## src/ubt_map.svh

```systemverilog
`ifndef UBT_MAP_SVH
`define UBT_MAP_SVH
// register addresses (byte address on the plain register port)
`define UBT_ADDR_MODE 4'h0
`define UBT_ADDR_DIV 4'h1
`define UBT_ADDR_PRESC 4'h2
`define UBT_ADDR_TXDATA 4'h3
`define UBT_ADDR_TXSTAT 4'h4
`define UBT_ADDR_RXDATA 4'h5
`define UBT_ADDR_RXERR 4'h6
// mode register fields
`define UBT_MODE_POWER 7
`define UBT_MODE_TXEN 6
`define UBT_MODE_RXEN 5
`define UBT_MODE_PAR_HI 4
`define UBT_MODE_PAR_LO 3
`define UBT_MODE_CHAR8 2
`define UBT_MODE_STOP2 1
`define UBT_MODE_MERGE 0
// transmit status fields
`define UBT_TXST_FULL 1
`define UBT_TXST_BUSY 0
// receive error status fields
`define UBT_ERR_PAR 2
`define UBT_ERR_FRAME 1
`define UBT_ERR_OVR 0
// reset values
`define UBT_MODE_RST 8'h01
`define UBT_DIV_RST 8'hFF
`define UBT_PRESC_RST 8'h00
`define UBT_RXDATA_RST 8'hFF
`define UBT_DIV_MIN 8'h08
// parity encodings
`define UBT_PAR_NONE 2'h0
`define UBT_PAR_ZERO 2'h1
`define UBT_PAR_ODD 2'h2
`define UBT_PAR_EVEN 2'h3
`endif

```

## src/ubt_pkg.sv

```systemverilog
package ubt_pkg;
	// register port request
	typedef struct packed {
		logic [3:0] addr;
		logic [7:0] wdata;
		logic wr;
		logic rd;
	} ubt_bus_s;
	// receive error set
	typedef struct packed {
		logic par;
		logic frame;
		logic ovr;
	} ubt_err_s;
	typedef enum logic [2:0] {TX_IDLE, TX_START, TX_DATA, TX_PAR, TX_STOP} ubt_tx_e;
	typedef enum logic [2:0] {RX_IDLE, RX_START, RX_DATA, RX_PAR, RX_STOP} ubt_rx_e;
endpackage

```

## src/ubt_uart.sv

```systemverilog
`include "ubt_map.svh"
// Notes on behaviour
// - holding register refills once shifter starts
// - bit 1 of status: holding full
// - bit 0 of status: shifter busy
// - flags go 10, 01, 11 when streaming
// - receive sampling needs power then enable
// - falling edge, wait divisor, recheck low
// - stop bit: done pulse, copy unless overrun
// - parity error waits for frame end
// - receiver checks only one stop bit
// - parity, framing, overrun flags raise error
// - reading error status clears all flags
// - mode bit 0 merges errors into done
// - two equal samples pass new level
// - tx done at end of last stop
// - bit rate is base over twice divisor
module ubt_uart #(
	parameter int DIV_W = 8 // divisor width
) (
	input wire logic core_clk_i, // system clock, 10 MHz
	input wire logic nrst_i, // async reset, active low
	input wire ubt_pkg::ubt_bus_s bus_i, // register port request
	output logic [7:0] rdata_o, // read data, cycle after strobe
	input wire logic serial_in_pin_i, // receive line
	output logic serial_out_pin_o, // transmit line
	output logic tx_done_irq_o, // one-cycle transmit done
	output logic rx_done_irq_o, // one-cycle receive done
	output logic rx_error_irq_o // one-cycle receive error
);
	// configuration registers
	logic [7:0] serial_mode_reg; // power, enables, format
	logic [DIV_W-1:0] baud_divisor_reg; // divisor k
	logic [7:0] base_clock_select_reg; // prescaler ratio minus one
	logic [7:0] presc_reg; // prescaler counter
	logic base_en; // base clock enable pulse
	logic power_on; // unit powered
	logic tx_on; // transmitter enabled
	logic rx_on; // receiver enabled
	logic [1:0] par_mode; // parity selection
	logic char8; // 8-bit characters
	logic wr_tx; // host write to holding register
	logic rd_err; // host read of error status
	logic rd_data; // host read of receive data

	assign power_on = serial_mode_reg[`UBT_MODE_POWER];
	assign tx_on = power_on & serial_mode_reg[`UBT_MODE_TXEN];
	assign rx_on = power_on & serial_mode_reg[`UBT_MODE_RXEN];
	assign par_mode = serial_mode_reg[`UBT_MODE_PAR_HI:`UBT_MODE_PAR_LO];
	assign char8 = serial_mode_reg[`UBT_MODE_CHAR8];
	assign wr_tx = bus_i.wr && bus_i.addr == `UBT_ADDR_TXDATA;
	assign rd_err = bus_i.rd && bus_i.addr == `UBT_ADDR_RXERR;
	assign rd_data = bus_i.rd && bus_i.addr == `UBT_ADDR_RXDATA;

	// configuration writes
	always_ff @(posedge core_clk_i or negedge nrst_i) begin
		if (!nrst_i) begin
			serial_mode_reg <= `UBT_MODE_RST;
			baud_divisor_reg <= DIV_W'(`UBT_DIV_RST);
			base_clock_select_reg <= `UBT_PRESC_RST;
		end else if (bus_i.wr) begin
			unique case (bus_i.addr)
				`UBT_ADDR_MODE: serial_mode_reg <= bus_i.wdata;
				// values below the minimum are held at it
				`UBT_ADDR_DIV: baud_divisor_reg <= (bus_i.wdata < `UBT_DIV_MIN) ?
					DIV_W'(`UBT_DIV_MIN) : DIV_W'(bus_i.wdata);
				`UBT_ADDR_PRESC: base_clock_select_reg <= bus_i.wdata;
				default: ;
			endcase
		end
	end

	// prescaler: base clock stops while unpowered
	always_ff @(posedge core_clk_i or negedge nrst_i) begin
		if (!nrst_i) begin
			presc_reg <= 8'h00;
		end else if (!power_on || presc_reg == base_clock_select_reg) begin
			presc_reg <= 8'h00;
		end else begin
			presc_reg <= presc_reg + 8'h01;
		end
	end
	assign base_en = power_on && presc_reg == base_clock_select_reg;

	// ---------------- transmitter ----------------
	ubt_pkg::ubt_tx_e tx_state; // transmit sequencer
	logic [7:0] tx_holding_reg; // holding register
	logic tx_holding_full; // holding register occupied
	logic [7:0] tx_shifter; // transmit shifter
	logic [DIV_W:0] tx_cnt; // bit period counter, 2k per bit
	logic [2:0] tx_bit; // data bit index
	logic tx_stop2nd; // second stop bit in progress
	logic tx_par; // running parity of sent data
	logic tx_tick; // end of one bit period
	logic tx_shifter_busy; // shifter holds a frame
	logic tx_load; // move holding into shifter

	assign tx_shifter_busy = tx_state != ubt_pkg::TX_IDLE;
	assign tx_tick = base_en && tx_cnt == {baud_divisor_reg, 1'b0} - (DIV_W+1)'(1);
	assign tx_load = tx_on && !tx_shifter_busy && tx_holding_full;

	// holding register; set beats the load clear only by ordering, writes overwrite even when full=1
	always_ff @(posedge core_clk_i or negedge nrst_i) begin
		if (!nrst_i) begin
			tx_holding_reg <= 8'h00;
			tx_holding_full <= 1'b0;
		end else if (!tx_on) begin
			tx_holding_full <= 1'b0;
		end else if (wr_tx) begin
			tx_holding_reg <= bus_i.wdata;
			tx_holding_full <= 1'b1;
		end else if (tx_load) begin
			tx_holding_full <= 1'b0;
		end
	end

	// bit period counter, restarted at every frame start
	always_ff @(posedge core_clk_i or negedge nrst_i) begin
		if (!nrst_i) begin
			tx_cnt <= '0;
		end else if (!tx_on || tx_load) begin
			tx_cnt <= '0;
		end else if (tx_tick) begin
			tx_cnt <= '0;
		end else if (base_en) begin
			tx_cnt <= tx_cnt + (DIV_W+1)'(1);
		end
	end

	// frame sequencer
	always_ff @(posedge core_clk_i or negedge nrst_i) begin
		if (!nrst_i) begin
			tx_state <= ubt_pkg::TX_IDLE;
			tx_shifter <= 8'h00;
			tx_bit <= 3'h0;
			tx_stop2nd <= 1'b0;
			tx_par <= 1'b0;
			serial_out_pin_o <= 1'b1;
			tx_done_irq_o <= 1'b0;
		end else begin
			tx_done_irq_o <= 1'b0;
			if (!tx_on) begin
				tx_state <= ubt_pkg::TX_IDLE;
				serial_out_pin_o <= 1'b1;
			end else if (tx_load) begin
				tx_shifter <= tx_holding_reg;
				tx_state <= ubt_pkg::TX_START;
				tx_bit <= 3'h0;
				tx_par <= 1'b0;
				serial_out_pin_o <= 1'b0;
			end else if (tx_tick) begin
				unique case (tx_state)
					ubt_pkg::TX_START, ubt_pkg::TX_DATA: begin
						if (tx_state == ubt_pkg::TX_DATA && tx_bit == (char8 ? 3'h7 : 3'h6)) begin
							tx_state <= (par_mode == `UBT_PAR_NONE) ? ubt_pkg::TX_STOP : ubt_pkg::TX_PAR;
							serial_out_pin_o <= (par_mode == `UBT_PAR_NONE) ? 1'b1 :
								(par_mode == `UBT_PAR_ODD) ? ~tx_par :
								(par_mode == `UBT_PAR_EVEN) ? tx_par : 1'b0;
							tx_stop2nd <= 1'b0;
						end else begin
							if (tx_state == ubt_pkg::TX_DATA) begin
								tx_bit <= tx_bit + 3'h1;
							end
							tx_state <= ubt_pkg::TX_DATA;
							serial_out_pin_o <= tx_shifter[0];
							tx_par <= tx_par ^ tx_shifter[0];
							tx_shifter <= {1'b0, tx_shifter[7:1]};
						end
					end
					ubt_pkg::TX_PAR: begin
						tx_state <= ubt_pkg::TX_STOP;
						serial_out_pin_o <= 1'b1;
					end
					ubt_pkg::TX_STOP: begin
						if (serial_mode_reg[`UBT_MODE_STOP2] && !tx_stop2nd) begin
							tx_stop2nd <= 1'b1;
						end else begin
							tx_state <= ubt_pkg::TX_IDLE;
							tx_done_irq_o <= 1'b1;
						end
					end
					default: ;
				endcase
			end
		end
	end

	// ---------------- receiver ----------------
	logic [1:0] rx_samp; // last two base-clock samples
	logic rx_filt; // filtered line level
	logic rx_filt_d; // previous filtered level for edge
	ubt_pkg::ubt_rx_e rx_state; // receive sequencer
	logic [DIV_W:0] rx_cnt; // receive baud counter
	logic [7:0] rx_shifter; // receive shifter
	logic [2:0] rx_bit; // data bit index
	logic rx_par; // running parity incl. parity bit
	logic rx_unread; // holding register not yet read
	logic [7:0] rx_holding_reg; // receive holding register
	ubt_pkg::ubt_err_s rx_error_status; // sticky error flags
	logic rx_mid; // sample point reached
	logic [DIV_W:0] rx_limit; // count for next sample point

	// the first sample point is k counts in, later ones 2k apart
	assign rx_limit = (rx_state == ubt_pkg::RX_START) ? {1'b0, baud_divisor_reg} :
		{baud_divisor_reg, 1'b0};
	assign rx_mid = base_en && rx_cnt == rx_limit - (DIV_W+1)'(1);

	// noise filter: level moves only when two samples agree
	always_ff @(posedge core_clk_i or negedge nrst_i) begin
		if (!nrst_i) begin
			rx_samp <= 2'h3;
			rx_filt <= 1'b1;
			rx_filt_d <= 1'b1;
		end else if (base_en) begin
			rx_samp <= {rx_samp[0], serial_in_pin_i};
			if (rx_samp[1] == rx_samp[0]) begin
				rx_filt <= rx_samp[0];
			end
			rx_filt_d <= rx_filt;
		end
	end

	// receive counter and sequencer
	always_ff @(posedge core_clk_i or negedge nrst_i) begin
		if (!nrst_i) begin
			rx_state <= ubt_pkg::RX_IDLE;
			rx_cnt <= '0;
			rx_shifter <= 8'h00;
			rx_bit <= 3'h0;
			rx_par <= 1'b0;
		end else if (!rx_on) begin
			rx_state <= ubt_pkg::RX_IDLE;
			rx_cnt <= '0;
		end else if (rx_state == ubt_pkg::RX_IDLE) begin
			if (base_en && rx_filt_d && !rx_filt) begin
				rx_state <= ubt_pkg::RX_START;
				rx_cnt <= '0;
			end
		end else if (rx_mid) begin
			rx_cnt <= '0;
			unique case (rx_state)
				ubt_pkg::RX_START: begin
					rx_state <= rx_filt ? ubt_pkg::RX_IDLE : ubt_pkg::RX_DATA;
					rx_bit <= 3'h0;
					rx_par <= 1'b0;
				end
				ubt_pkg::RX_DATA: begin
					rx_shifter <= char8 ? {rx_filt, rx_shifter[7:1]} : {1'b0, rx_filt, rx_shifter[6:1]};
					rx_par <= rx_par ^ rx_filt;
					rx_bit <= rx_bit + 3'h1;
					if (rx_bit == (char8 ? 3'h7 : 3'h6)) begin
						rx_state <= (par_mode == `UBT_PAR_NONE) ? ubt_pkg::RX_STOP : ubt_pkg::RX_PAR;
					end
				end
				ubt_pkg::RX_PAR: begin
					rx_par <= rx_par ^ rx_filt;
					rx_state <= ubt_pkg::RX_STOP;
				end
				ubt_pkg::RX_STOP: rx_state <= ubt_pkg::RX_IDLE;
				default: ;
			endcase
		end else if (base_en) begin
			rx_cnt <= rx_cnt + (DIV_W+1)'(1);
		end
	end

	// frame completion: errors, holding register, interrupts
	logic rx_end; // stop bit sampled
	ubt_pkg::ubt_err_s rx_new; // errors of this frame
	assign rx_end = rx_on && rx_mid && rx_state == ubt_pkg::RX_STOP;
	always_comb begin
		rx_new.par = (par_mode == `UBT_PAR_ODD) ? !rx_par :
			(par_mode == `UBT_PAR_EVEN) ? rx_par : 1'b0;
		rx_new.frame = !rx_filt;
		rx_new.ovr = rx_unread;
	end

	always_ff @(posedge core_clk_i or negedge nrst_i) begin
		if (!nrst_i) begin
			rx_holding_reg <= `UBT_RXDATA_RST;
			rx_unread <= 1'b0;
			rx_error_status <= '0;
			rx_done_irq_o <= 1'b0;
			rx_error_irq_o <= 1'b0;
		end else begin
			rx_done_irq_o <= 1'b0;
			rx_error_irq_o <= 1'b0;
			if (rx_end) begin
				if (!rx_unread) begin
					rx_holding_reg <= rx_shifter;
				end
				rx_unread <= 1'b1;
				// new errors win over a same-cycle clearing read
				rx_error_status <= (rd_err ? '0 : rx_error_status) | rx_new;
				if (|rx_new && !serial_mode_reg[`UBT_MODE_MERGE]) begin
					rx_error_irq_o <= 1'b1;
				end else begin
					rx_done_irq_o <= 1'b1;
				end
			end else begin
				if (rd_data) begin
					rx_unread <= 1'b0;
				end
				if (rd_err) begin
					rx_error_status <= '0;
				end
			end
		end
	end

	// read data, valid the cycle after the strobe; unmapped reads give zero
	always_ff @(posedge core_clk_i or negedge nrst_i) begin
		if (!nrst_i) begin
			rdata_o <= 8'h00;
		end else if (bus_i.rd) begin
			unique case (bus_i.addr)
				`UBT_ADDR_MODE: rdata_o <= serial_mode_reg;
				`UBT_ADDR_DIV: rdata_o <= 8'(baud_divisor_reg);
				`UBT_ADDR_PRESC: rdata_o <= base_clock_select_reg;
				`UBT_ADDR_TXSTAT: rdata_o <= {6'h00, tx_holding_full, tx_shifter_busy};
				`UBT_ADDR_RXDATA: rdata_o <= rx_holding_reg;
				`UBT_ADDR_RXERR: rdata_o <= {5'h00, rx_error_status};
				default: rdata_o <= 8'h00;
			endcase
		end
	end

	AST_FULL_CLEARS_ON_LOAD: assert property (@(posedge core_clk_i) disable iff (!nrst_i)
		tx_load && !wr_tx |=> !tx_holding_full && tx_shifter_busy)
		else $error("load did not move holding to shifter");
	AST_START_BIT_LOW: assert property (@(posedge core_clk_i) disable iff (!nrst_i)
		tx_load |=> !serial_out_pin_o)
		else $error("frame start not low");
	AST_DONE_IDLE: assert property (@(posedge core_clk_i) disable iff (!nrst_i)
		tx_done_irq_o |-> !tx_shifter_busy && serial_out_pin_o)
		else $error("tx done while busy");
	AST_WRITE_SETS_FULL: assert property (@(posedge core_clk_i) disable iff (!nrst_i)
		wr_tx && tx_on |=> tx_holding_full)
		else $error("write did not set full");
	AST_RX_OFF_IDLE: assert property (@(posedge core_clk_i) disable iff (!nrst_i)
		!rx_on |=> rx_state == ubt_pkg::RX_IDLE)
		else $error("receiver active while off");
	AST_ERR_CLEAR: assert property (@(posedge core_clk_i) disable iff (!nrst_i)
		rd_err && !rx_end |=> rx_error_status == '0)
		else $error("error status not cleared by read");
	AST_OVR_KEEPS: assert property (@(posedge core_clk_i) disable iff (!nrst_i)
		rx_end && rx_unread |=> rx_holding_reg == $past(rx_holding_reg) && rx_error_status.ovr)
		else $error("overrun overwrote holding");
	AST_IRQ_ROUTE: assert property (@(posedge core_clk_i) disable iff (!nrst_i)
		rx_end && |rx_new && !serial_mode_reg[`UBT_MODE_MERGE] |=> rx_error_irq_o && !rx_done_irq_o)
		else $error("error routing wrong");
	AST_FILTER: assert property (@(posedge core_clk_i) disable iff (!nrst_i)
		base_en && rx_samp[1] != rx_samp[0] |=> rx_filt == $past(rx_filt))
		else $error("filter passed unequal samples");
endmodule

```

## config.mk

```make
export PLATFORM = sky130hd
export DESIGN_NAME = ubt_uart
export DESIGN_NICKNAME = d
export VERILOG_FILES = /design/src/ubt_pkg.sv /design/src/ubt_uart.sv
export VERILOG_INCLUDE_DIRS = /design/src /design/src/src
export SDC_FILE = /design/constraint.sdc
export NUM_CORES = 1
export LEC_CHECK = 0
export BUFFER_PORTS_ARGS = -buffer_cell sky130_fd_sc_hd__buf_2
export CAP_MARGIN = 20
export CORE_ASPECT_RATIO = 0.7
export CORE_MARGIN = 5
export CORE_UTILIZATION = 62
export CTS_CLUSTER_SIZE = 24
export DETAILED_ROUTE_END_ITERATION = 8
export GPL_ROUTABILITY_DRIVEN = 0
export MAX_ROUTING_LAYER = met4
export PLACE_DENSITY = 0.81
export SYNTH_ARGS = -nofsm -noshare
export SYNTH_HDL_FRONTEND = slang
export SYNTH_SLANG_ARGS = --single-unit
export TNS_END_PERCENT = 5
```

## constraint.sdc

```tcl
create_clock -name core_clk_i -period 4.9 [get_ports core_clk_i]
set_input_delay 0.735 -clock core_clk_i [delete_from_list [all_inputs] [get_ports core_clk_i]]
set_output_delay 0.735 -clock core_clk_i [all_outputs]
set_load 0.05 [all_outputs]
```

[Word-level counts from Yosys, hierarchy flattened]
Index checks and enable logic that the tools add are counted.
Operators by class
  order comparisons: 1
  reductions and logical operators: 55
  bitwise gates (word level): 9
  muxes and demuxes: 72
  equality and inequality tests: 35
  add/subtract/negate cells: 7
Operators by type and width (count)
  9-bit two-way mux: 9
  8-bit two-way mux: 7
  3-bit two-way mux: 18
  8-bit one-hot mux with 6 select lines: 1
  1-bit two-way mux: 30
  4-bit AND reduction: 5
  9-bit by 1-bit adder with 9-bit output (second input constant): 2
  9-bit == test: 2
  9-bit by 1-bit subtractor with 9-bit output (second input constant): 2
  2-bit AND reduction: 8
  1-bit logical AND: 15
  2-bit nonzero test: 7
  3-bit by 2-bit == test with 1-bit output (second input constant): 4
  4-bit by 3-bit == test with 1-bit output (second input constant): 3
  3-bit one-hot mux with 4 select lines: 1
  3-bit by 1-bit != test with 1-bit output (second input constant): 3
  3-bit one-hot mux with 3 select lines: 1
  8-bit by 1-bit adder with 8-bit output (second input constant): 1
  4-bit by 2-bit == test with 1-bit output (second input constant): 2
  8-bit == test: 1
  8-bit by 4-bit < comparator with 1-bit output (second input constant): 1
  4-bit != test (second input constant): 2
  1-bit logical NOT: 7
  3-bit by 1-bit adder with 3-bit output (second input constant): 2
  29 further kinds: 45
Storage, ports and cells
  word-level logic and storage cells: 209
  output and inout bits: 12
  bits of input ports: 17
  register bits: 118

[Depth between registers and ports, before layout]
Gate-level depths: netlist of run 1.
  word-level depth: 9
  gate-level depth with buffers: 14
  gate-level depth less buffers: 12

[Worst setup path before layout of run 1]
Ideal clock, no wire load.
  path kind: register to register
  start point: reg rx_state[1]
  end point: reg rx_holding_reg[0]
  arrival: 3.578 ns
  required time: 4.818 ns
  path buffers: 1
  setup time: 0.082 ns
  path slack: 1.240 ns
  clock period less this slack: 3.660 ns
  stages on the path, launching flop included: 13
  cells stage by stage: dfrtp_1 or3b_1 clkbuf_1 nor2_1 a21oi_1 ha_1 xor2_1 xnor2_1 or4_1 or4_4 nor4_4 nor4b_4 mux2_2
On the way
  cells in the longest elaborated chain, start to end: 8
  elaborated cells on any way between the ends: 9
  those cells by class: 1 x add/sub; 3 x eq/ne; 1 x mux; 4 x reduce/logical
Ends and longest elaborated chain
  start, declared: RTL line ubt_uart.sv:192  | ubt_pkg::ubt_rx_e rx_state;
  start signal, assigned: RTL line ubt_uart.sv:226  | rx_state <= ubt_pkg::RX_IDLE;
  start signal, assigned: RTL line ubt_uart.sv:232  | rx_state <= ubt_pkg::RX_IDLE;
  start signal, assigned: RTL line ubt_uart.sv:236  | rx_state <= ubt_pkg::RX_START;
  3-bit by 1-bit == test with 1-bit output: RTL line ubt_uart.sv:204  | assign rx_limit = (rx_state == ubt_pkg::RX_START) ? {1'b0, baud_divisor_reg} :
  9-bit two-way mux: RTL line ubt_uart.sv:204
  9-bit by 1-bit subtractor with 9-bit output: RTL line ubt_uart.sv:206  | assign rx_mid = base_en && rx_cnt == rx_limit - (DIV_W+1)'(1);
  9-bit == test: RTL line ubt_uart.sv:206
  1-bit logical AND: RTL line ubt_uart.sv:206
  1-bit logical AND: RTL line ubt_uart.sv:270  | assign rx_end = rx_on && rx_mid && rx_state == ubt_pkg::RX_STOP;
  1-bit logical AND *: RTL line ubt_uart.sv:270
  2-bit AND reduction (no line) *
  end signal, assigned: RTL line ubt_uart.sv:280  | rx_holding_reg <= `UBT_RXDATA_RST;
  end signal, assigned: RTL line ubt_uart.sv:290  | rx_holding_reg <= rx_shifter;
  end, declared: RTL line ubt_uart.sv:198  | logic [7:0] rx_holding_reg;
Every way passes the cells marked *; elsewhere a longest branch is shown, timed or not.
A chain may end at the register's enable or synchronous reset.

[Final worst setup path of run 1]
  start point: reg rx_state[1]
  end point: reg rx_holding_reg[1]
The elaborated chain is that of the path after synthesis.

==> results of run 1 <==
-- stage by stage --
stage                     setup WS [ns]  cells  hold slack, ns
after floorplan                    1.24    665           0.439
after global placement            0.795    792           0.468
after detailed placement          0.591    793           0.481
after CTS                         0.589    825           0.489
after global routing              0.353    827           0.139
final                             0.529    827           0.143
-- critical path, cell delays in order (launching register included) --
cell     delay [ns]
dfrtp_1        0.56
or3b_1         0.60
nor2_1         0.16
a21oi_1        0.06
ha_1           0.23
xor2_1         0.17
xnor2_1        0.14
or4_1          0.54
or4_4          0.52
nor4_4         0.16
buf_4          0.25
nor4b_4        0.49
mux2_2         0.40
-- path summary, 6_finish.rpt --
check	endpoint	from	slack, ns	cells after the start
worst min register to register	rx_filt	rx_samp[0]	0.49	2
worst max register to register	rx_holding_reg[1]	rx_state[1]	0.53	12
worst max-delay path	rx_holding_reg[1]	rx_state[1]	0.53	12
worst min-delay path	rx_cnt[5]	nrst_i	0.14	1
max in group asynchronous	rx_holding_reg[4]	nrst_i	4.05	2
min in group core_clk_i	rx_filt	rx_samp[0]	0.49	2
-- logic make-up after synthesis --
kind of cell / synth area share, %
XOR/XNOR: 6.16
flip-flops: 45.6
AND/OR/NAND/NOR: 19.7
adder cells (fa/ha/maj): 1.34
buffers and inverters: 3.29
AO/OA/AOI/OAI: 14.0
multiplexers: 9.91
-- power groups by stage --
stage | Sequential [mW] | Combinational, mW | Clock [mW]
after floorplan | 1.15 | 0.438 | 0
after global placement | 1.22 | 0.489 | 0
after detailed placement | 1.23 | 0.514 | 0
after CTS | 1.22 | 0.527 | 1.32
after global routing | 1.24 | 0.590 | 1.37
final | 1.22 | 0.541 | 1.31
-- layout by cell type, fill, tap and decap left out, types with 4 or more instances in the layout --
| cell type | count |
|---|---|
| a211oi_1 | 4 |
| a21oi_1 | 31 |
| a221o_1 | 6 |
| a22o_1 | 8 |
| a22oi_1 | 6 |
| a31oi_1 | 6 |
| and2_1 | 8 |
| and3_1 | 6 |
| buf_2 | 28 |
| buf_4 | 5 |
| clkbuf_16 | 17 |
| dfrtp_1 | 96 |
| dfstp_2 | 22 |
| ha_1 | 7 |
| inv_1 | 20 |
| inv_6 | 5 |
| mux2_2 | 46 |
| mux2i_1 | 13 |
| nand2_1 | 56 |
| nand2b_1 | 6 |
| nand3_1 | 24 |
| nand3b_1 | 5 |
| nand4_1 | 5 |
| nor2_1 | 57 |
| nor2b_1 | 5 |
| nor3_1 | 21 |
| nor3b_1 | 4 |
| nor4_1 | 13 |
| o21ai_0 | 23 |
| o22ai_1 | 19 |
| or2_2 | 4 |
| or3_1 | 6 |
| xnor2_1 | 20 |
| xor2_1 | 26 |
-- layout make-up --
cell class / count / share of cell area (%)
multi-input cells: 490 / 45.2
flip-flops and latches: 118 / 40.3
clock buffers: 18 / 5.80
repair buffers: 35 / 2.88
clock inverters: 14 / 2.57
well taps: 132 / 2.23
inverters: 20 / 1.01
-- metal layers --
| layer | track usage, % | vias to the layer above | share of wire (%) |
|---|---|---|---|
| met3 | 8.05 | 37 | 7.4 |
| met1 | 35.9 | 2635 | 45 |
| met2 | 42.4 | 248 | 46 |
| met4 | 8.39 | 0 | 1.9 |
| met5 | - | - | 0 |
| li1 | - | 2462 | - |
==> run_summary.xml, run 1 <==
<?xml version="1.0" encoding="UTF-8"?>
<metrics>
  <group name="run_status">
    <metric name="outcome" unit="">completed</metric>
  </group>
  <group name="routing">
    <metric name="routedWlPerCell" unit="um">19.7</metric>
    <metric name="postRouteAntennaNets" unit="">0</metric>
    <metric name="detail_route.iter0.violations" unit="">561</metric>
    <metric name="detail_route.drc_violations" unit="">0</metric>
    <metric name="detail_route.vias_per_cell" unit="">6.51</metric>
    <metric name="vias" unit="">5382</metric>
    <metric name="firstDrtPassIters" unit="">6</metric>
    <metric name="finalWirelength" unit="um">16300</metric>
  </group>
  <group name="die">
    <metric name="io-pin-count" unit="">29</metric>
    <metric name="starting_density_of_the_core" unit="%">63.4</metric>
    <metric name="rows" unit="">31</metric>
    <metric name="die-area" unit="um^2">12700</metric>
    <metric name="die_height" unit="um">95.9</metric>
    <metric name="coreArea" unit="um^2">10300</metric>
    <metric name="dieWidth" unit="um">133</metric>
  </group>
  <group name="sta">
    <metric name="timing.final.crit_period" unit="ns">4.37</metric>
    <metric name="timing.final.crit_share" unit="%">89.2</metric>
    <metric name="timing.max_slew.rel_slack" unit="%">42.6</metric>
    <metric name="fin_clk_skew" unit="ns">0.00976</metric>
    <metric name="final.setup.tns" unit="ns">0</metric>
    <metric name="hold_viol" unit="">0</metric>
    <metric name="setup_repair_after_global_routing_missed_its_margin" unit="">false</metric>
    <metric name="max_clock_freq" unit="MHz">229</metric>
    <metric name="finalMaxSlewViolations" unit="">0</metric>
    <metric name="worst-slew-pin-transition" unit="ns">0.839</metric>
    <metric name="final-setup-viol-count" unit="">0</metric>
  </group>
  <group name="logic_synthesis">
    <metric name="ys_types" unit="">69</metric>
    <metric name="synth.top_cells.by_area" unit="">dfrtp_1 (37%), dfstp_2 (8.8%), mux2_2 (7.9%), xor2_1 (3.5%), nor2_1 (3.3%)</metric>
    <metric name="async_flop_share" unit="%">100</metric>
    <metric name="leading_cell_type_by_number_of_instances_after_synthesis" unit="">dfrtp_1</metric>
    <metric name="ys_ff_latch" unit="">118</metric>
    <metric name="yosys_most_used_dff" unit="">dfrtp_1</metric>
    <metric name="area_share_of_the_leading_cell_type_in_the_synthesized_netlist" unit="%">36.7</metric>
    <metric name="synth_commonest_cells" unit="">dfrtp_1 (96), nor2_1 (57), nand2_1 (56)</metric>
    <metric name="synth.largest_area_cell" unit="">dfrtp_1</metric>
    <metric name="synth_enable_flop_cells" unit="">0</metric>
    <metric name="synth_nets" unit="">689</metric>
    <metric name="synth_warnings" unit="">0</metric>
    <metric name="cell_area_after_synthesis" unit="um^2">6540</metric>
    <metric name="synth-seq-area-share" unit="%">45.6</metric>
    <metric name="syn_avg_cell_area" unit="um^2">9.83</metric>
    <metric name="synthesis.instances" unit="">665</metric>
  </group>
  <group name="place">
    <metric name="port_buffers" unit="">28</metric>
    <metric name="detailedPlacementHpwl" unit="um">11100</metric>
    <metric name="placedInstanceArea" unit="um^2">6740</metric>
  </group>
  <group name="clocking">
    <metric name="cts-hold-fix-buffers" unit="">0</metric>
    <metric name="tritoncts" unit="">yes</metric>
    <metric name="cts_htree_levels" unit="">4</metric>
    <metric name="clkTransAtPathRegs" unit="ns">0.06</metric>
    <metric name="post_cts.repair.setup_buffers" unit="">0</metric>
    <metric name="clkLatencyLatePin" unit="ns">0.42</metric>
    <metric name="cts_sinks" unit="">118</metric>
    <metric name="root_buffer" unit="">clkbuf_16</metric>
    <metric name="numCtsBuffers" unit="">17</metric>
    <metric name="clock_tree.buffer_depth" unit="">2</metric>
    <metric name="cts_resized" unit="">0</metric>
  </group>
  <group name="finish">
    <metric name="antenna_diode_count" unit="">0</metric>
    <metric name="drive_gt1_share" unit="%">22.0</metric>
    <metric name="relative_area_change_from_synthesis_to_final_layout" unit="%">13.1</metric>
    <metric name="net_count_reported_at_finish" unit="">706</metric>
    <metric name="multiInputGateArea" unit="um^2">3340</metric>
    <metric name="filler_cell_count" unit="">706</metric>
    <metric name="area.sequential" unit="um^2">2980</metric>
    <metric name="top_regs" unit="">rx_cnt: 9 flops, tx_cnt: 9 flops</metric>
    <metric name="fin_util" unit="%">71.7</metric>
    <metric name="final_cell_area" unit="um^2">7400</metric>
  </group>
  <group name="grt">
    <metric name="grt_start_max_net_pins" unit="">83</metric>
    <metric name="antenna_found_initial" unit="">0</metric>
    <metric name="grt_first_pass_wirelength" unit="um">26700</metric>
    <metric name="grt.total_usage" unit="%">27.6</metric>
    <metric name="globalRouteOverflowTotal" unit="">0</metric>
    <metric name="via_count_of_the_first_global_routing_pass" unit="">5167</metric>
  </group>
  <group name="setup_path">
    <metric name="worst_setup_path_start_kind" unit="">register</metric>
    <metric name="worstSetupPathType" unit="">register to register</metric>
    <metric name="maximum_fanout_count_along_the_critical_path" unit="">15</metric>
    <metric name="timing.critical_path.arrival" unit="ns">4.71</metric>
    <metric name="timing.critical_path.required" unit="ns">5.24</metric>
    <metric name="critical_path_endpoint_category" unit="">register</metric>
  </group>
  <group name="power">
    <metric name="p_sw" unit="mW">0.953</metric>
    <metric name="cellLeakagePower" unit="nW">3.23</metric>
    <metric name="combPwrFrac" unit="%">17.6</metric>
    <metric name="power.clock.fraction" unit="%">42.6</metric>
    <metric name="total_power" unit="mW">3.08</metric>
    <metric name="power.density" unit="nW/um^2">416</metric>
    <metric name="power_frac_seq" unit="%">39.8</metric>
    <metric name="switching_share" unit="%">31.0</metric>
    <metric name="intPower" unit="mW">2.12</metric>
    <metric name="irDropWorstVdd" unit="mV">0.433</metric>
  </group>
  <group name="run">
    <metric name="cap_viol_max_count" unit="">0</metric>
  </group>
  <group name="min_path">
    <metric name="min-delay-path-class" unit="">primary input to asynchronous set/reset pin</metric>
  </group>
</metrics>
Note: power is estimated with default switching activity, not from simulation.
==> run 2: changes to the inputs <==
CORE_UTILIZATION = 56   (was 62)
PLACE_DENSITY = 0.77   (was 0.81)
clock period = 4 ns   (was 4.9 ns; I/O delays follow)
==> run 2 against run 1 <==
Clock skew is 0.0017 ns higher. Clock-buffer cell count rose by 2. Via count grew 0.89%. Sequential power is 21% higher. First-iteration DRC count shrank 5.9%. Worst setup slack got worse by 0.31 ns. Cell count grew 4.4%. Combinational power up 30%. Non-clock buffer count grew 11. Routed wire length increased by 0.93%. Global-route usage fell by 2.3 points. Critical path type unchanged. Highest routed layer unchanged.
==> run_summary.xml, run 2 (same netlist as run 1, synthesis figures left out) <==
<?xml version="1.0" encoding="UTF-8"?>
<metrics>
  <group name="die">
    <metric name="rows" unit="">33</metric>
    <metric name="coreArea" unit="um^2">11600</metric>
    <metric name="starting_density_of_the_core" unit="%">56.6</metric>
    <metric name="die_height" unit="um">100</metric>
    <metric name="dieWidth" unit="um">139</metric>
    <metric name="io-pin-count" unit="">29</metric>
    <metric name="die-area" unit="um^2">14000</metric>
  </group>
  <group name="finish">
    <metric name="mostFrequentLayoutCells" unit="">dfrtp_1 (96), nor2_1 (57), nand2_1 (56)</metric>
    <metric name="relative_area_change_from_synthesis_to_final_layout" unit="%">14.8</metric>
    <metric name="net_count_reported_at_finish" unit="">717</metric>
    <metric name="top_regs" unit="">rx_cnt: 9 flops, tx_cnt: 9 flops</metric>
    <metric name="drive_gt1_share" unit="%">23.1</metric>
    <metric name="stdcell_count" unit="">863</metric>
    <metric name="antenna_diode_count" unit="">0</metric>
    <metric name="layout_commonest_cell" unit="">dfrtp_1</metric>
    <metric name="filler_cell_count" unit="">902</metric>
  </group>
  <group name="routing">
    <metric name="routedWlPerCell" unit="um">19.1</metric>
    <metric name="detail_route.vias_per_cell" unit="">6.29</metric>
    <metric name="finalWirelength" unit="um">16500</metric>
    <metric name="vias" unit="">5430</metric>
    <metric name="detail_route.drc_violations" unit="">0</metric>
    <metric name="postRouteAntennaNets" unit="">0</metric>
    <metric name="firstDrtPassIters" unit="">5</metric>
    <metric name="detail_route.iter0.violations" unit="">528</metric>
  </group>
  <group name="sta">
    <metric name="holdWs" unit="ns">0.246</metric>
    <metric name="final-setup-viol-count" unit="">0</metric>
    <metric name="timing.max_slew.rel_slack" unit="%">51.4</metric>
    <metric name="timing.final.crit_share" unit="%">94.4</metric>
    <metric name="worst-slew-pin-transition" unit="ns">0.729</metric>
    <metric name="max_clock_freq" unit="MHz">265</metric>
    <metric name="hold_viol" unit="">0</metric>
    <metric name="setup_repair_after_global_routing_missed_its_margin" unit="">false</metric>
    <metric name="finalMaxSlewViolations" unit="">0</metric>
    <metric name="timing.final.crit_period" unit="ns">3.78</metric>
    <metric name="fin_clk_skew" unit="ns">0.0115</metric>
    <metric name="final.setup.tns" unit="ns">0</metric>
  </group>
  <group name="grt">
    <metric name="via_count_of_the_first_global_routing_pass" unit="">5429</metric>
    <metric name="grt_start_max_net_pins" unit="">59</metric>
    <metric name="grt_first_pass_wirelength" unit="um">27500</metric>
    <metric name="antenna_found_initial" unit="">0</metric>
    <metric name="grt_util_met2" unit="%">37.9</metric>
    <metric name="top_usage_layer" unit="">met2</metric>
    <metric name="met1_usage" unit="%">33.6</metric>
    <metric name="groute.layer.met3.usage" unit="%">7.33</metric>
    <metric name="grt.total_usage" unit="%">25.3</metric>
    <metric name="globalRouteOverflowTotal" unit="">0</metric>
  </group>
  <group name="setup_path">
    <metric name="timing.critical_path.arrival" unit="ns">4.12</metric>
    <metric name="regToRegStartpoint" unit="">rx_state[1]</metric>
    <metric name="maximum_fanout_count_along_the_critical_path" unit="">8</metric>
    <metric name="timing.critical_path.required" unit="ns">4.34</metric>
    <metric name="reg2reg_depth" unit="">13</metric>
    <metric name="worstSetupPathType" unit="">register to register</metric>
    <metric name="critical_path.reg2reg.endpoint" unit="">rx_holding_reg[1]</metric>
    <metric name="setup.reg_to_reg.worst_slack" unit="ns">0.22</metric>
    <metric name="critical_path_endpoint_category" unit="">register</metric>
    <metric name="worst_setup_path_start_kind" unit="">register</metric>
  </group>
  <group name="power">
    <metric name="power_frac_seq" unit="%">39.0</metric>
    <metric name="combPwrFrac" unit="%">18.4</metric>
    <metric name="power.density" unit="nW/um^2">507</metric>
    <metric name="irDropWorstVdd" unit="mV">0.379</metric>
    <metric name="power.clock.fraction" unit="%">42.6</metric>
    <metric name="intPower" unit="mW">2.68</metric>
    <metric name="switching_share" unit="%">29.7</metric>
    <metric name="total_power" unit="mW">3.80</metric>
    <metric name="p_sw" unit="mW">1.13</metric>
    <metric name="cellLeakagePower" unit="nW">3.29</metric>
  </group>
  <group name="clocking">
    <metric name="cts_htree_levels" unit="">4</metric>
    <metric name="cts-hold-fix-buffers" unit="">0</metric>
    <metric name="root_buffer" unit="">clkbuf_16</metric>
    <metric name="tritoncts" unit="">yes</metric>
    <metric name="cts_sinks" unit="">118</metric>
    <metric name="clkTransAtPathRegs" unit="ns">0.06</metric>
    <metric name="clkLatencyLatePin" unit="ns">0.42</metric>
    <metric name="numCtsBuffers" unit="">17</metric>
    <metric name="clock_tree.buffer_depth" unit="">2</metric>
  </group>
  <group name="place">
    <metric name="numPlacedInstances" unit="">830</metric>
    <metric name="detailedPlacementHpwl" unit="um">11300</metric>
    <metric name="port_buffers" unit="">28</metric>
  </group>
  <group name="run">
    <metric name="cap_viol_max_count" unit="">0</metric>
  </group>
  <group name="run_status">
    <metric name="outcome" unit="">completed</metric>
  </group>
  <group name="min_path">
    <metric name="min-delay-path-class" unit="">primary input to asynchronous set/reset pin</metric>
  </group>
</metrics>
-- run 2: cell types whose count changed in the layout (fill, tap and decap cells not counted), moves of 2 or more --
cell / before / now
buf_4: 5 / 19
clkinv_2: 0 / 3
inv_8: 2 / 0
clkinv_4: 3 / 1
inv_6: 5 / 2
-- run 2: worst max path at each step --
| stage | cells past startpoint | to | slack (ns) | from |
|---|---|---|---|---|
| after floorplan | 12 | rx_holding_reg[0] | 0.34 | rx_state[1] |
| after global placement | 11 | rx_holding_reg[5] | 0.29 | rx_state[1] |
| after detailed placement | 12 | rx_holding_reg[2] | 0.12 | rx_state[1] |
| after CTS | 12 | rx_holding_reg[2] | 0.1 | rx_state[1] |
| after global routing | 13 | rx_holding_reg[5] | 0.06 | rx_state[1] |
| final | 13 | rx_holding_reg[1] | 0.22 | rx_state[1] |
-- run 2: power groups by stage --
stage / Combinational, mW / Clock (mW) / Sequential (mW)
floorplan: 0.536 / 0 / 1.41
global placement: 0.649 / 0 / 1.49
detailed placement: 0.673 / 0 / 1.49
CTS: 0.689 / 1.63 / 1.47
global route: 0.764 / 1.69 / 1.50
finish: 0.701 / 1.62 / 1.48
-- run 2: what timing repair did --
| action | 4_1_cts | 5_1_grt |
|---|---|---|
| hold endpoints to repair | 0 | 0 |
| setup endpoints to repair | 0 | 15 |
| buffers inserted | 0 | 1 |
| gates resized for setup | 0 | 1 |
-- run 2: final cells by class --
cell class / instances / area (um^2) / area share [%]
Tap cell: 157 / 196 / 2.62
Clock inverter: 12 / 176 / 2.35
Clock buffer: 20 / 447 / 5.95
Timing Repair Buffer: 46 / 278 / 3.70
Inverter: 20 / 75.1 / 1.00
Sequential cell: 118 / 2980 / 39.7
Multi-Input combinational cell: 490 / 3350 / 44.7
-- run 2: worst max-delay path: stages (launching register included) --
cell and delay (ns):
dfrtp_1 0.37, or3b_1 0.41, nor2_1 0.10, a21oi_1 0.05, ha_1 0.24, nor2b_1 0.17
and4b_1 0.22, a311oi_1 0.33, a21oi_1 0.14, or3_1 0.42, nor4_4 0.43, nor4b_4 0.26
buf_4 0.21, mux2_2 0.34
-- run 2: through the flow --
stage	utilization [%]	worst slack [ns]	instance area, um^2
floorplan	-	0.340	6540
global placement	59.4	0.291	6870
detailed placement	59.4	0.119	6870
CTS	64.8	0.0992	7490
global route	64.9	0.0551	7510
finish	64.9	0.222	7510
-- run 2: routing by layer --
| layer | vias up | part of all wire, % |
|---|---|---|
| li1 | 2464 | - |
| met4 | 0 | 2.1 |
| met2 | 229 | 45 |
| met1 | 2698 | 45 |
| met3 | 39 | 7.9 |
| met5 | - | 0 |
